## config.mk

```make
export PLATFORM = sky130hd
export DESIGN_NAME = cst_serial
export DESIGN_NICKNAME = d
export VERILOG_FILES = /design/src/hw/cst_pkg.sv /design/src/hw/cst_serial.sv
export VERILOG_INCLUDE_DIRS = /design/src /design/src/hw
export SDC_FILE = /design/constraint.sdc
export NUM_CORES = 1
export LEC_CHECK = 0
export BUFFER_PORTS_ARGS = -buffer_cell sky130_fd_sc_hd__clkbuf_2
export CORE_MARGIN = 2
export CORE_UTILIZATION = 36
export CTS_CLUSTER_SIZE = 30
export DETAILED_ROUTE_END_ITERATION = 16
export GPL_ROUTABILITY_DRIVEN = 0
export PLACE_DENSITY = 0.55
export SETUP_SLACK_MARGIN = 0.1
export SLEW_MARGIN = 0
export SYNTH_ARGS = -nofsm -noshare
export SYNTH_HDL_FRONTEND = slang
export SYNTH_SLANG_ARGS = --single-unit
```

## constraint.sdc

```tcl
create_clock -name clk -period 3.6 [get_ports clk]
set_input_delay 0.18 -clock clk [delete_from_list [all_inputs] [get_ports clk]]
set_output_delay 0.18 -clock clk [all_outputs]
set_load 0.02 [all_outputs]
```

## src/hw/cst_map.svh

```systemverilog
// register offsets, field positions, reset values and timing counts
// assumes inclusion from the clocked serial transfer core
`ifndef CST_MAP_SVH
`define CST_MAP_SVH

// avalon byte offsets
`define CST_CTRL_OFS 6'h00
`define CST_STAT_OFS 6'h04
`define CST_BUF_OFS 6'h20

// control field positions
`define CST_CTRL_START 0
`define CST_CTRL_MODE_LO 1
`define CST_CTRL_MODE_HI 2
`define CST_CTRL_NIB 3
`define CST_CTRL_EXT 4
`define CST_CTRL_WORDS_LO 5
`define CST_CTRL_WORDS_HI 7

// status field positions
`define CST_STAT_ACTIVE 7
`define CST_STAT_SHIFT 6
`define CST_STAT_PTR_HI 2

// reset values
`define CST_CTRL_RST 8'h00
`define CST_SCK_IDLE 1'b1
`define CST_SO_RST 1'b1

// timing
`define CST_CLK_NS 100
`define CST_SCK_HALF_NS 400
`define CST_SCK_HALF_CYC ((`CST_SCK_HALF_NS) / (`CST_CLK_NS))

`endif

```

## src/hw/cst_pkg.sv

```systemverilog
// types of the clocked serial transfer block
// assumes cst_map.svh for the numeric constants
package cst_pkg;

  typedef enum logic [2:0] {
    CST_IDLE  = 3'b000,
    CST_LOAD  = 3'b001,
    CST_SHIFT = 3'b010,
    CST_WAIT  = 3'b011,
    CST_DONE  = 3'b100
  } cst_state_t;

  typedef enum logic [1:0] {
    CST_TX   = 2'b00,
    CST_RX   = 2'b01,
    CST_TXRX = 2'b10,
    CST_RSVD = 2'b11
  } cst_mode_t;

  typedef struct packed {
    cst_state_t st;
    logic start;
    cst_mode_t mode;
    logic nib;
    logic ext;
    logic [2:0] words;
    logic [7:0][7:0] buf_mem;
    logic [7:0] pend;
    logic [2:0] ptr;
    logic [2:0] bitn;
    logic [7:0] txsh;
    logic [7:0] rxsh;
    logic [3:0] cnt;
    logic sck;
    logic so;
    logic active;
    logic rseen;
    logic wseen;
    logic irq;
    logic ack;
    logic [31:0] rdata;
    logic sck_s1;
    logic sck_s2;
    logic sck_s3;
    logic si_s1;
    logic si_s2;
  } cst_regs_t;

endpackage

```

## src/hw/cst_serial.sv

```systemverilog
// clocked serial transfer core: 8-word buffer, tx, rx and tx/rx modes
// assumes avalon-mm master on clk, external pins synchronised here
//
// Functional notes
// RL1: tx starts only when software writes start bit to one.
// RL2: output data bit by bit with serial clock, lsb first.
// RL3: after a word's last bit, next buffer word loads into shifter.
// RL4: tx raises completion pulse after programmed word count is sent.
// RL5: internal clock tx stops clock and waits if no new data.
// RL6: any single buffer write releases the tx wait.
// RL7: writes outside the active buffer also release the wait.
// RL8: with external clock, software writes next word before it shifts.
// RL9: software clears start bit after final bit to end transmission.
// RL10: active flag at status bit 7 clears when transfer completes.
// RL11: external clock: late start clear gives dummy word, then end.
// RL12: rx after start shifts input bits and stores each word.
// RL13: rx raises completion pulse when programmed word count received.
// RL14: internal rx waits when unread data remain and nothing read.
// RL15: reads outside active buffer also release the rx wait.
// RL16: external rx drops word and cancels when previous unread.
// RL17: start clear in rx stores current word, ends, clears active.
// RL18: changing mode discards buffer contents.
// RL19: tx/rx drives on leading edge, samples on trailing, 8-bit words.
// RL20: software reads received words before writing next tx words.
// RL21: internal tx/rx waits until both read and write happened.
// RL22: external tx/rx: software reads and writes before next shift.
// RL23: active flag reads one during transfer, zero after end.
// RL24: up to 8 words per buffer cycle set by word count field.
// RL25: leading edge is the falling edge of the clock pin.
// RL26: 4-bit transfers use low nibble, upper bits cleared on receive.
// RL27: active flag sets at start write and holds until end handling.
`include "cst_map.svh"
`timescale 1ns/1ps
`default_nettype none

module cst_serial (
  // clock, reset, enable
  input wire logic clk,
  input wire logic reset,
  input wire logic ce,
  // avalon-mm slave
  input wire logic [5:0] address,
  input wire logic read,
  input wire logic write,
  input wire logic [31:0] writedata,
  input wire logic [3:0] byteenable,
  output logic [31:0] readdata,
  output logic waitrequest,
  // serial pins
  output logic serial_out_pin,
  input wire logic serial_in_pin,
  input wire logic shift_clock_pin_in,
  output logic shift_clock_pin_out,
  output logic shift_clock_pin_oe,
  // status
  output logic transfer_complete_irq,
  output logic transfer_active_flag
);

  // ------------------------------------------------------------
  // state
  // ------------------------------------------------------------
  cst_pkg::cst_regs_t r;
  cst_pkg::cst_regs_t n;

  logic tx_en;
  logic rx_en;
  logic fall_ev;
  logic rise_ev;
  logic wend;
  logic wrap;
  logic store_ok;
  logic need_wait;
  logic acc;
  logic acc_wr;
  logic acc_rd;
  logic hit_ctrl;
  logic hit_stat;
  logic hit_buf;
  logic [2:0] bidx;
  logic [2:0] last_bit;
  logic [7:0] rx_word;
  logic [7:0] stat_val;
  logic [7:0] ctrl_val;

  assign tx_en = (r.mode != cst_pkg::CST_RX);
  assign rx_en = (r.mode != cst_pkg::CST_TX);
  assign last_bit = (r.nib && r.mode != cst_pkg::CST_TXRX) ? 3'h3 : 3'h7;

  // ------------------------------------------------------------
  // bus decode
  // ------------------------------------------------------------
  assign waitrequest = (read | write) & ~r.ack;
  assign acc = (read | write) & r.ack;
  assign acc_wr = acc & write & byteenable[0];
  assign acc_rd = acc & read;
  assign hit_ctrl = (address == `CST_CTRL_OFS);
  assign hit_stat = (address == `CST_STAT_OFS);
  assign hit_buf = address[5] && (address[1:0] == 2'h0);
  assign bidx = address[4:2];
  assign ctrl_val = {r.words, r.ext, r.nib, r.mode, r.start};
  assign stat_val = {r.active, (r.st == cst_pkg::CST_SHIFT), 3'h0, r.ptr};

  // ------------------------------------------------------------
  // combinational next state
  // ------------------------------------------------------------
  always_comb begin
    n = r;
    n.irq = 1'b0;
    fall_ev = 1'b0;
    rise_ev = 1'b0;
    wend = 1'b0;
    wrap = 1'b0;
    store_ok = 1'b1;
    rx_word = {serial_in_pin_s(r), r.rxsh[7:1]};
    need_wait = 1'b0;

    // pin synchronisers
    n.sck_s1 = shift_clock_pin_in;
    n.sck_s2 = r.sck_s1;
    n.sck_s3 = r.sck_s2;
    n.si_s1 = serial_in_pin;
    n.si_s2 = r.si_s1;

    // wait condition per mode
    case (r.mode)
      cst_pkg::CST_TX: need_wait = (r.ptr == 3'h0) && !r.wseen; // RL5
      cst_pkg::CST_RX: need_wait = r.pend[r.ptr] && !r.rseen; // RL14
      default: need_wait = (r.ptr == 3'h0) && !(r.rseen && r.wseen); // RL21
    endcase

    case (r.st)
      cst_pkg::CST_IDLE: begin
        n.sck = `CST_SCK_IDLE;
      end
      cst_pkg::CST_LOAD: begin
        n.txsh = r.buf_mem[r.ptr]; // RL3
        n.bitn = 3'h0;
        n.rxsh = 8'h00;
        n.cnt = 4'h0;
        n.sck = `CST_SCK_IDLE;
        n.st = cst_pkg::CST_SHIFT;
      end
      cst_pkg::CST_SHIFT: begin
        if (r.ext) begin
          fall_ev = r.sck_s3 & ~r.sck_s2;
          rise_ev = ~r.sck_s3 & r.sck_s2;
          if (fall_ev) begin
            n.cnt = 4'h1; // ext: first leading edge of the word seen
          end
        end else if (r.cnt == 4'(`CST_SCK_HALF_CYC - 1)) begin
          n.cnt = 4'h0;
          n.sck = ~r.sck;
          fall_ev = r.sck;
          rise_ev = ~r.sck;
        end else begin
          n.cnt = r.cnt + 4'h1;
        end
        if (fall_ev && tx_en) begin
          n.so = r.txsh[r.bitn]; // RL2 RL19 RL25
        end
        if (rise_ev) begin
          n.rxsh = rx_word; // RL19
          n.bitn = r.bitn + 3'h1;
          wend = (r.bitn == last_bit);
        end
        if (wend) begin
          if (rx_en) begin
            store_ok = !(r.ext && r.pend[r.ptr] && !r.rseen); // RL16
            if (store_ok) begin
              n.buf_mem[r.ptr] = (last_bit == 3'h3) ? {4'h0, rx_word[7:4]} : rx_word; // RL12 RL26
              n.pend[r.ptr] = 1'b1;
            end
          end
          wrap = (r.ptr == r.words); // RL24
          n.ptr = wrap ? 3'h0 : r.ptr + 3'h1;
          if (wrap) begin
            n.irq = 1'b1; // RL4 RL13
            n.rseen = 1'b0;
            n.wseen = 1'b0;
          end
          if (!store_ok || !r.start) begin
            n.st = cst_pkg::CST_DONE; // RL9 RL11 RL16 RL17
          end else if (r.ext) begin
            n.st = cst_pkg::CST_LOAD; // RL8 RL22
          end else begin
            n.st = cst_pkg::CST_WAIT;
          end
        end
        // ext: start cleared before the word's first leading edge
        if (r.ext && !r.start && r.cnt == 4'h0 && !fall_ev) begin
          n.st = cst_pkg::CST_DONE; // RL11
        end
      end
      cst_pkg::CST_WAIT: begin
        n.sck = `CST_SCK_IDLE;
        if (!r.start) begin
          n.st = cst_pkg::CST_DONE;
        end else if (!need_wait) begin
          n.st = cst_pkg::CST_LOAD; // RL6 RL7 RL15 RL20
        end
      end
      cst_pkg::CST_DONE: begin
        n.active = 1'b0; // RL10 RL23
        n.start = 1'b0;
        n.sck = `CST_SCK_IDLE;
        n.st = cst_pkg::CST_IDLE;
      end
      default: begin
        n.st = cst_pkg::CST_IDLE;
      end
    endcase

    // bus side, after the serial side so a bus event wins, except a read's pend clear against a store in the same cycle
    n.ack = (read | write) & ~r.ack;
    if ((read | write) && !r.ack) begin
      if (hit_ctrl) begin
        n.rdata = {24'h000000, ctrl_val};
      end else if (hit_stat) begin
        n.rdata = {24'h000000, stat_val};
      end else if (hit_buf) begin
        n.rdata = {24'h000000, r.buf_mem[bidx]};
      end else begin
        n.rdata = 32'h00000000;
      end
    end
    if (acc_rd && hit_buf) begin
      if (!(wend && rx_en && store_ok && r.ptr == bidx)) begin
        n.pend[bidx] = 1'b0; // a store in the same cycle wins
      end
      n.rseen = 1'b1; // RL14 RL15
    end
    if (acc_wr && hit_buf) begin
      n.buf_mem[bidx] = writedata[7:0];
      n.wseen = 1'b1; // RL6 RL7
    end
    if (acc_wr && hit_ctrl) begin
      n.start = writedata[`CST_CTRL_START];
      if (r.st == cst_pkg::CST_IDLE) begin
        n.mode = cst_pkg::cst_mode_t'(writedata[`CST_CTRL_MODE_HI:`CST_CTRL_MODE_LO]);
        n.nib = writedata[`CST_CTRL_NIB];
        n.ext = writedata[`CST_CTRL_EXT];
        n.words = writedata[`CST_CTRL_WORDS_HI:`CST_CTRL_WORDS_LO];
        if (writedata[`CST_CTRL_MODE_HI:`CST_CTRL_MODE_LO] != r.mode) begin
          n.buf_mem = '0; // RL18
          n.pend = 8'h00;
        end
        if (writedata[`CST_CTRL_START]) begin
          n.active = 1'b1; // RL1 RL27
          n.ptr = 3'h0;
          n.rseen = 1'b0;
          n.wseen = 1'b0;
          n.st = cst_pkg::CST_LOAD;
        end
      end
    end
  end

  // synchronised serial input bit
  function automatic logic serial_in_pin_s(input cst_pkg::cst_regs_t v);
    serial_in_pin_s = v.si_s2;
  endfunction

  // ------------------------------------------------------------
  // registers
  // ------------------------------------------------------------
  always_ff @(posedge clk or posedge reset) begin
    if (reset) begin
      r <= '0;
      r.sck <= `CST_SCK_IDLE;
      r.so <= `CST_SO_RST;
      r.sck_s1 <= `CST_SCK_IDLE;
      r.sck_s2 <= `CST_SCK_IDLE;
      r.sck_s3 <= `CST_SCK_IDLE;
    end else if (ce) begin
      r <= n;
    end
  end

  // ------------------------------------------------------------
  // outputs
  // ------------------------------------------------------------
  assign readdata = r.rdata;
  assign serial_out_pin = r.so;
  assign shift_clock_pin_out = r.sck;
  assign shift_clock_pin_oe = ~r.ext;
  assign transfer_complete_irq = r.irq;
  assign transfer_active_flag = r.active;
endmodule

`default_nettype wire

```

**After elaboration in Yosys (flattened, before gate mapping)**

Cells that the tools add are included.
Widths: inputs -> output; s select.

- Register bits: 153

- Mux-type cells: 79
- Reduce and logical (&&, ||, !) cells: 49
- Eq/ne operators: 18
- Add/subtract/negate cells: 3
- Order comparisons: 5
- Bitwise gates (word level): 16

Operators with widths:

| kind | number |
|---|---|
| $mux 72 | 3 |
| $mux 75 | 2 |
| $bwmux 64 | 2 |
| $mux 8 | 11 |
| $mux 86 | 1 |
| $mux 82 | 1 |
| $mux 64 | 1 |
| $mux 3 | 17 |
| $bmux 8 s3 | 2 |
| $demux 8 s3 | 2 |
| $mux 1 | 24 |
| $pmux 12 s2 | 1 |
| $logic_and 1x1->1 | 21 |
| $lt 3x4->1 const B | 3 |
| $mux 4 | 3 |
| $pmux 3 s4 | 1 |
| $reduce_and 3->1 | 4 |
| $eq 3x2->1 const B | 3 |
| $eq 3x3->1 | 3 |
| $and 8x8->8 | 1 |
| $logic_not 1->1 | 8 |
| $not 8->8 | 1 |
| $or 8x8->8 | 1 |
| $reduce_bool 2->1 | 4 |
| 28 further kinds | 50 |

**Logic depth before layout (Yosys ltp)**

Gate-level depths: netlist (run 1).

- Depth after elaboration: 17
- Gate-level depth with buffers: 10
- Gate-level depth less buffers: 7

**Worst setup path before layout (run 1)**

No wires, ideal clock.

- Path type: flip-flop to flip-flop
- Start: register r[64] (netlist name)
- End: register r[105] (netlist name)
- Library setup time: 0.124 ns
- Setup slack: 1.291 ns
- Stages on the path, launching flop included: 9
- Data arrival time: 2.186 ns
- Period minus slack after synthesis: 2.309 ns
- Required time: 3.476 ns
- Cell sequence: dfrtp_1 -> ha_1 -> nor2b_1 -> nand3_4 -> a211o_1 -> buf_6 -> or4_4 -> a221oi_2 -> nor2_1

- Word-level cells in the longest chain between the ends: 10

RTL lines:

| item | RTL line | source |
|---|---|---|
| start: declaration | cst_serial.sv:63 | `cst_pkg::cst_regs_t r;` |
| start signal: assignment | cst_serial.sv:276 | `r <= n;` |
| $eq 3x3->1 * | cst_serial.sv:165 | `wend = (r.bitn == last_bit);` |
| $mux 1 * | cst_serial.sv:162 | `if (rise_ev) begin` |
| $mux 1 * | cst_serial.sv:132 | `case (r.st)` |
| $mux 75 * | cst_serial.sv:167 | `if (wend) begin` |
| $mux 75 * | cst_serial.sv:132 |  |
| $bwmux 64 | cst_serial.sv:234 | `n.buf_mem[bidx] = writedata[7:0];` |
| $mux 64 * | cst_serial.sv:233 | `if (acc_wr && hit_buf) begin` |
| $mux 72 | cst_serial.sv:244 | `` if (writedata[`CST_CTRL_MODE_HI:`CST_CTRL_MODE_LO] != r.mode) begin `` |
| $mux 82 | cst_serial.sv:239 | `if (r.st == cst_pkg::CST_IDLE) begin` |
| $mux 86 * | cst_serial.sv:237 | `if (acc_wr && hit_ctrl) begin` |

Every way passes the cells marked *; elsewhere a longest branch is shown, timed or not. The select of a mux whose other input is x is not followed.
A chain may end at the register's enable or synchronous reset.

**Final worst setup path (run 1)**

- Start: register r[64] (netlist name)
- End: register r[84] (netlist name)

Same word-level chain as after synthesis.

==> out/metrics.cfg, run 1 <==
[layout]
fillCellCount=2467
num_antenna_cells=0
utilization=0.405
layout-drive-gt1-share=0.174
multi_input_area_mm2=0.00497
final_nets=1017
final_cell_mix=dfrtp_1 (123), nor2_1 (97), o21ai_0 (75)
layout_commonest_cell=dfrtp_1
syn2layout_area_growth_pct=11.1
register_area_mm2=0.00321

[logic_synthesis]
yosysUniqueCellTypes=75
synth_edf_count=0
synthCells=956
ys_ff_latch=128
syn_avg_cell_area_um2=9.19
synth_top_cell_area_share=0.351
synth_top_area_cell=dfrtp_1
synth-seq-area-share=0.365
synthArstFlopShare=1.00
ys.flop_type=dfrtp_1
synth_warnings=0
netlist_area_mm2=0.00878
synth.area.top_cells=dfrtp_1 (35%), mux4_2 (5.6%), o21ai_0 (4.3%)

[flow_run]
drv_cap=0

[global_routing]
grt_pass1_wl_um=45800
grt_pass1_vias=7297
grt_max_degree=72
overflow=0
antenna_found_initial=0
grt_use_total=0.235

[floorplan]
rows=57
dieHeight_um=160
ios=87
start_util=0.364
fp.dieW_um=160
core_mm2=0.0241
dieArea_mm2=0.0257

[power_and_ir_drop]
peakVddDrop_uv=302
power_density_mw_per_mm2=430
power.leakage_nw=4.00

[sta]
worst_slew_pin_slew_ps=932
slew_headroom=0.374
final_hold_viol_count=0
period_share=0.823
slew_viol_final=0
fin_crit_ps=2960
final.setup_skew_ps=15.3
fmax_ghz=0.338
finalSetupTns_ps=0
rsz0062_at_grt=no
finalSetupViolCount=0

[setup_path]
reg2reg_slack_ps=640
cp-end-kind=register
path_max_fanout=13
crit_required_ps=3930
reg2reg_depth=7
critPathArrivalTime_ps=3290
critPathKind=reg2reg
start_kind=register

[cts]
post-cts-setup-buffers=0
cts.sinks=128
cts_tree=yes
clkTransAtPathRegs_ps=60
htree_levels=4
cts_max_path_buffers=2
cts_buffers=17
clk_latency_ps=440
cts-root-buf=clkbuf_16

[route]
drc=0
drt_first_iter_violations=893
vias=7767
drtPass1Iterations=6
avgRoutedWirePerCell_um=22.7
antenna_left=0
vias_per_cell=5.97
postRouteWirelength_um=29500

[place]
io_buffers=35
hpwl_um=20900

[min_path]
min_path_cells=2
holdCritPathClass=in2reg

[status]
status=completed

==> flip-flops by register name (all words and copies together) (netlist names) <==
name and cells:
ctrl_val 8, n 3, r 105, readdata 8, serial_out_pin 1, shift_clock_pin_out 1, transfer_active_flag 1, transfer_complete_irq 1
==> synth_stat cells, types with 17 or more instances <==
master / count
mux2_2: 24
dfrtp_1: 123
nor3_1: 20
nor2_1: 97
a221o_1: 17
inv_1: 30
a22oi_1: 24
o21ai_0: 75
and3_1: 17
nand2_1: 68
o211ai_1: 24
nand3_1: 29
buf_4: 36
a31oi_1: 22
a22o_1: 18
a21oi_1: 34
mux4_2: 22
clkbuf_1: 43
mux2i_1: 36
==> timing repair <==
item,CTS,global route
gates resized for setup,0,0
hold buffers,3,0
hold endpoints to repair,31,0
==> worst paths after layout <==
| check | start | endpoint |
|---|---|---|
| worst max-delay path | r[64] | r[84] |
| worst min-delay path | address[3] | r[77] |
| worst max register to register | r[64] | r[84] |
| worst min register to register | readdata[3] | readdata[3] |
| max in group asynchronous | reset | r[2] |
| min in group asynchronous | reset | r[76] |
==> cell type report <==
class	count	share of cell area
Sequential cell	128	0.329
Timing Repair Buffer	68	0.0454
Multi-Input combinational cell	714	0.510
Inverter	34	0.0135
Clock buffer	19	0.0464
Clock inverter	13	0.0141
Tap cell	324	0.0416
==> cell families (layout without fill, tap and decap cells) <==
| group | after synthesis | in the layout | synth area share |
|---|---|---|---|
| adders and majority gates | 5 | 5 | 0.00712 |
| xor gates and xnor gates | 8 | 8 | 0.00798 |
| DFF | 128 | 128 | 0.365 |
| muxes | 82 | 82 | 0.128 |
| AOI/OAI and AO/OA | 301 | 301 | 0.245 |
| other | 1 | 24 | 0.000427 |
| buffers and inverters | 137 | 134 | 0.0796 |
| and+or+nand+nor | 294 | 294 | 0.166 |
==> where the power goes <==
part	switching, W	leakage [nW]	internal, W
Combinational	0.000445	2.03	0.000262
Clock	0.000725	0.285	0.00106
Sequential	0.000139	1.68	0.00157
==> per-stage QoR <==
step	cell area (µm²)	instances	hold slack, ps	worst slack (ps)	total power, W
floorplan	8870	979	332	1290	0.00222
global placement	9130	1265	340	701	0.00242
detailed placement	9130	1265	345	651	0.00243
CTS	9750	1300	177	656	0.00421
global route	9750	1300	197	395	0.00436
finish	9750	1300	189	638	0.00419
==> routing by layer <==
metal  track usage  vias up  share of wire
met5             0        -              0
met4        0.0799        0          0.024
met3        0.0501       39          0.082
met2         0.359      340           0.45
met1         0.330     3829           0.44
li1              -     3559              -
==> critical path, cell delays in order, from the launching register on <==
cell and delay (ps):
dfrtp_1 430, ha_1 230, nor2b_1 270, nand3_4 130, a211o_1 620, nor3_4 390
nand4_1 420, o221ai_1 350
Power figures use the tool's default switching activity.
==> inputs of run 2 (changes only) <==
--- a/config.mk
+++ b/config.mk
@@ -12,7 +12,7 @@
 export CTS_CLUSTER_SIZE = 30
 export DETAILED_ROUTE_END_ITERATION = 16
 export GPL_ROUTABILITY_DRIVEN = 0
-export PLACE_DENSITY = 0.55
+export PLACE_DENSITY = 0.53
 export SETUP_SLACK_MARGIN = 0.1
 export SLEW_MARGIN = 0
 export SYNTH_ARGS = -nofsm -noshare
==> constraint.sdc (replaced) <==
create_clock -name clk -period 2.88 [get_ports clk]
set_input_delay 0.144 -clock clk [delete_from_list [all_inputs] [get_ports clk]]
set_output_delay 0.144 -clock clk [all_outputs]
set_load 0.02 [all_outputs]
==> run 2 against run 1 <==
Net effect:
- critical path depth increased by 1
- utilization is 1.1 points higher
- sequential power rose by 24%
- combinational power increased by 34%
- setup slack got worse by 400 ps
- highest routed layer unchanged
- wire length grew 2.4%
- non-clock buffer count increased by 36
==> out/metrics.cfg, run 2 (synthesis results as in run 1) <==
[floorplan]
core_mm2=0.0241  ; unchanged
dieArea_mm2=0.0257  ; unchanged
rows=57  ; unchanged
start_util=0.364  ; unchanged
ios=87  ; unchanged
fp.dieW_um=160  ; unchanged
dieHeight_um=160  ; unchanged

[flow_run]
drv_cap=0  ; unchanged

[global_routing]
antenna_found_initial=0  ; unchanged
grt_pass1_vias=7570  ; was 7297
grt_use_total=0.239  ; was 0.235
grt_pass1_wl_um=47100  ; was 45800 µm
grt_max_degree=115  ; was 72
overflow=0  ; unchanged

[place]
io_buffers=35  ; unchanged
hpwl_um=22100  ; was 20900 µm

[power_and_ir_drop]
power.leakage_nw=4.16  ; was 4.00 nW
totalPowerFinal_w=0.00523  ; was 0.00419 W
power_density_mw_per_mm2=522  ; was 430 mW/mm²
peakVddDrop_uv=314  ; was 302 µV

[sta]
fin_crit_ps=2640  ; was 2960 ps
finalSetupViolCount=0  ; unchanged
fmax_ghz=0.379  ; was 0.338 GHz
slew_headroom=0.522  ; was 0.374
rsz0062_at_grt=no  ; unchanged
worst_slew_pin_slew_ps=712  ; was 932 ps
period_share=0.916  ; was 0.823
slew_viol_final=0  ; unchanged
final_hold_viol_count=0  ; unchanged
holdWs_ps=82.2  ; was 189 ps
final.setup_skew_ps=11.3  ; was 15.3 ps
finalSetupTns_ps=0  ; unchanged

[route]
avgRoutedWirePerCell_um=22.6  ; was 22.7 µm
drc=0  ; unchanged
antenna_left=0  ; unchanged
vias_per_cell=6.00  ; was 5.97
drt_first_iter_violations=884  ; was 893
vias=8018  ; was 7767
postRouteWirelength_um=30200  ; was 29500 µm
drtPass1Iterations=5  ; was 6

[cts]
clk_latency_ps=430  ; was 440 ps
htree_levels=4  ; unchanged
post-cts-setup-buffers=0  ; unchanged
cts-root-buf=clkbuf_16  ; unchanged
cts_tree=yes  ; unchanged
cts_buffers=17  ; unchanged
cts_max_path_buffers=2  ; unchanged
clkTransAtPathRegs_ps=70  ; was 60 ps
cts.sinks=128  ; unchanged

[status]
status=completed  ; unchanged

[layout]
layout-drive-gt1-share=0.205  ; was 0.174
largest-register=r  ; unchanged
syn2layout_area_growth_pct=14.1  ; was 11.1%
final_cell_mix=dfrtp_1 (123), nor2_1 (97), o21ai_0 (75)  ; unchanged
layout_commonest_cell=dfrtp_1  ; unchanged
fillCellCount=2503  ; was 2467
num_antenna_cells=0  ; unchanged
final_nets=1053  ; was 1017
largest_reg_flops=105  ; unchanged

[setup_path]
cp-end-kind=register  ; unchanged
path_max_fanout=13  ; unchanged
start_kind=register  ; unchanged
critPathKind=reg2reg  ; unchanged
critPathArrivalTime_ps=2960  ; was 3290 ps
crit_required_ps=3200  ; was 3930 ps
r2r-start=r[64]  ; unchanged
cp-startpoint=r[64]  ; unchanged

[min_path]
hold_path_startpoint=address[3]  ; unchanged
holdCritPathClass=in2reg  ; unchanged

[run 2: cell types whose count changed in the layout (fill, tap and decap cells not counted), moves of 2 or more]
cell,before,now
buf_4,29,65
clkbuf_1,0,2
clkbuf_8,2,0
clkinv_4,3,1
clkinvlp_4,4,6
[run 2: path summary, 6_finish.rpt]
check                              end  slack (ps)  cells after the start
max                             r[105]         240                      8
min                              r[77]          80                      2
max reg2reg                     r[105]         240                      8
min reg2reg                readdata[0]         470                      1
max in group asynchronous        r[60]        1660                      4
min in group asynchronous        r[76]         240                      3
[run 2: critical path, cell delays in order, from the launching register on]
cell      delay, ps
dfrtp_1         350
ha_1            180
nor2b_1         280
nand3_4         140
a211o_1         500
buf_4           270
or4_4           490
a221oi_2        240
nor2_1           70
[run 2: repair_timing]
action                                  in CTS  in global routing
gates resized for setup                      0                  2
endpoints found under the hold margin       16                  0
endpoints found under the setup margin       0                 10
hold buffers                                 3                  0
[run 2: layout make-up]
type / count / area (µm²) / area share
sequential: 128 / 3210 / 0.320
clock inverter: 13 / 139 / 0.0139
multi-input combinational: 714 / 4990 / 0.498
timing repair buffer: 104 / 713 / 0.0712
inverter: 34 / 131 / 0.0131
clock buffer: 19 / 433 / 0.0432
tap: 324 / 405 / 0.0405
[run 2: per-layer routing]
metal,track usage,routed length [µm],share of wire
met5,0,0,0
met4,0.0659,584,0.019
met3,0.0322,2140,0.071
met2,0.367,13700,0.45
met1,0.354,13700,0.46
[run 2: stage by stage]
stage	setup slack, ps	cells	utilization	area [µm²]
6_report	242	1336	0.416	10000
5_1_grt	108	1336	0.416	10000
4_1_cts	248	1336	0.415	10000
3_5_place_dp	261	1301	0.390	9400
3_3_place_gp	285	1301	0.390	9400
2_1_floorplan	571	979	-	8870
[run 2: report_power, final]
group	internal, W	total, W	switching (W)
logic	0.000358	0.000944	0.000587
registers	0.00196	0.00212	0.000164
clock network	0.00127	0.00217	0.000892
==> inputs of run 3 (changes only) <==
--- a/config.mk
+++ b/config.mk
@@ -7,12 +7,14 @@
 export NUM_CORES = 1
 export LEC_CHECK = 0
 export BUFFER_PORTS_ARGS = -buffer_cell sky130_fd_sc_hd__clkbuf_2
+export CELL_PAD_IN_SITES_DETAIL_PLACEMENT = 1
+export CELL_PAD_IN_SITES_GLOBAL_PLACEMENT = 2
 export CORE_MARGIN = 2
 export CORE_UTILIZATION = 36
 export CTS_CLUSTER_SIZE = 30
 export DETAILED_ROUTE_END_ITERATION = 16
 export GPL_ROUTABILITY_DRIVEN = 0
-export PLACE_DENSITY = 0.53
+export PLACE_DENSITY = 0.78
 export SETUP_SLACK_MARGIN = 0.1
 export SLEW_MARGIN = 0
 export SYNTH_ARGS = -nofsm -noshare
==> run 3 against run 2 <==
Net effect:
- sequential share of layout area about the same
- utilization about the same
- critical endpoint is now r[81]
- maximum frequency down 0.32%
- register-to-register slack is essentially flat
==> out/metrics.cfg, run 3 (synthesis results as in run 1) <==
[setup_path]
crit_required_ps=3170  ; was 3200 ps
reg2reg_depth=8  ; unchanged
cp-startpoint=r[65]  ; was r[64]
cp-end-kind=register  ; unchanged
critPathArrivalTime_ps=2930  ; was 2960 ps
critPathKind=reg2reg  ; unchanged
reg2reg_slack_ps=230  ; was 240 ps
reg2reg_to=r[81]  ; was r[105]
crit_end=r[81]  ; was r[105]
r2r-start=r[65]  ; was r[64]
start_kind=register  ; unchanged
worstPathCellList=ha_1 -> nor2b_2 -> nand3_4 -> a211o_1 -> buf_4 -> nor3_4 -> a21o_1 -> o221ai_1  ; was ha_1 -> nor2b_1 -> nand3_4 -> a211o_1 -> buf_4 -> or4_4 -> a221oi_2 -> nor2_1
path_max_fanout=8  ; was 13
slowest_delay_ps=450  ; was 500 ps
cpMaxStageDelayCell=a211o_1  ; unchanged

[cts]
clk_latency_ps=430  ; about the same
cts_max_path_buffers=2  ; unchanged
post-cts-setup-buffers=0  ; unchanged
htree_levels=4  ; unchanged
cts_tree=yes  ; unchanged
cts.sinks=128  ; unchanged
clkTransAtPathRegs_ps=60  ; was 70 ps
cts-root-buf=clkbuf_16  ; unchanged
cts_buffers=17  ; unchanged

[sta]
fmax_ghz=0.378  ; was 0.379 GHz
fin_crit_ps=2650  ; was 2640 ps
rsz0062_at_grt=no  ; unchanged
period_share=0.919  ; was 0.916
holdWs_ps=103  ; was 82.2 ps
final.setup_skew_ps=10.7  ; was 11.3 ps
postLayoutSetupSlackWorst_ps=233  ; was 242 ps
slew_headroom=0.357  ; was 0.522
finalSetupTns_ps=0  ; unchanged
worst_slew_pin_slew_ps=962  ; was 712 ps
slew_viol_final=0  ; unchanged
finalSetupViolCount=0  ; unchanged
final_hold_viol_count=0  ; unchanged

[min_path]
min_path_cells=2  ; unchanged
holdCritPathClass=in2reg  ; unchanged

[power_and_ir_drop]
power_density_mw_per_mm2=529  ; was 522 mW/mm²
totalPowerFinal_w=0.00531  ; was 0.00523 W
peakVddDrop_uv=369  ; was 314 µV
power.leakage_nw=4.18  ; was 4.16 nW

[layout]
design_area_mm2=0.0100  ; about the same
final_cell_mix=dfrtp_1 (122), nor2_1 (97), o21ai_0 (75)  ; was dfrtp_1 (123), nor2_1 (97), o21ai_0 (75)
final_nets=1049  ; was 1053
layout-drive-gt1-share=0.205  ; about the same
largest_reg_flops=105  ; unchanged
largest-register=r  ; unchanged
layout_commonest_cell=dfrtp_1  ; unchanged
num_antenna_cells=0  ; unchanged
syn2layout_area_growth_pct=14.2  ; was 14.1%

[floorplan]
ios=87  ; unchanged
dieArea_mm2=0.0257  ; unchanged
rows=57  ; unchanged
fp.dieW_um=160  ; unchanged
core_mm2=0.0241  ; unchanged
start_util=0.364  ; unchanged
dieHeight_um=160  ; unchanged

[place]
io_buffers=35  ; unchanged
pre_cts_ws_ps=199  ; was 261 ps
hpwl_um=23900  ; was 22100 µm
placed_area_mm2=0.00940  ; about the same

[global_routing]
grt_pass1_vias=8221  ; was 7570
grt_use_total=0.260  ; was 0.239
antenna_found_initial=0  ; unchanged
grt_pass1_wl_um=50900  ; was 47100 µm
overflow=0  ; unchanged
grt_max_degree=72  ; was 115

[route]
drc=0  ; unchanged
drtPass1Iterations=5  ; unchanged
drt_first_iter_violations=581  ; was 884
vias=8085  ; was 8018
postRouteWirelength_um=32600  ; was 30200 µm
antenna_left=0  ; unchanged
vias_per_cell=6.07  ; was 6.00
avgRoutedWirePerCell_um=24.5  ; was 22.6 µm

[flow_run]
drv_cap=0  ; unchanged

[status]
status=completed  ; unchanged

==> run 3: how the worst min path moves through the flow <==
stage / from / to / slack (ps)
after floorplan: serial_in_pin / n[0] / 300
after global placement: serial_in_pin / n[0] / 380
after detailed placement: serial_in_pin / n[0] / 380
after CTS: address[3] / r[76] / 80
after global routing: address[3] / r[76] / 120
final: address[3] / r[76] / 100
==> run 3: worst max-delay path: cells and delay by family, from the launching register on <==
family	cells	cell delay [ps]
AOI/OAI and AO/OA	3	1040
and+or+nand+nor	3	590
DFF	1	410
adders and majority gates	1	250
buffers and inverters	1	220
==> run 3: metrics by stage <==
step,util,cells
5_1_grt,0.416,1331
3_5_place_dp,0.390,1297
6_report,0.416,1331
3_3_place_gp,0.390,1297
2_1_floorplan,-,979
4_1_cts,0.415,1331
==> run 3: final cells by class <==
cell class	count	area [µm²]
fill	2813	14100
multi-input combinational	714	4990
sequential	128	3210
timing repair buffer	100	708
clock buffer	19	453
tap	324	405
clock inverter	12	133
inverter	34	131
==> run 3: metal layers <==
| layer | GRT usage | wire [µm] | vias to the layer above |
|---|---|---|---|
| li1 | - | - | 3618 |
| met4 | 0.0856 | 682 | 0 |
| met5 | 0 | 0 | - |
| met1 | 0.362 | 14800 | 4126 |
| met3 | 0.0465 | 2190 | 44 |
| met2 | 0.410 | 14900 | 297 |
==> run 3: repair_timing <==
item,4_1_cts,5_1_grt
hold endpoints to repair,35,0
hold buffers,3,0
gates resized for setup,0,3
setup endpoints to repair,0,34
==> run 3: report_power, final <==
part	internal, W	switching, W
sequential	0.00196	0.000172
clock	0.00132	0.000904
combinational	0.000349	0.000603
total	0.00363	0.00168
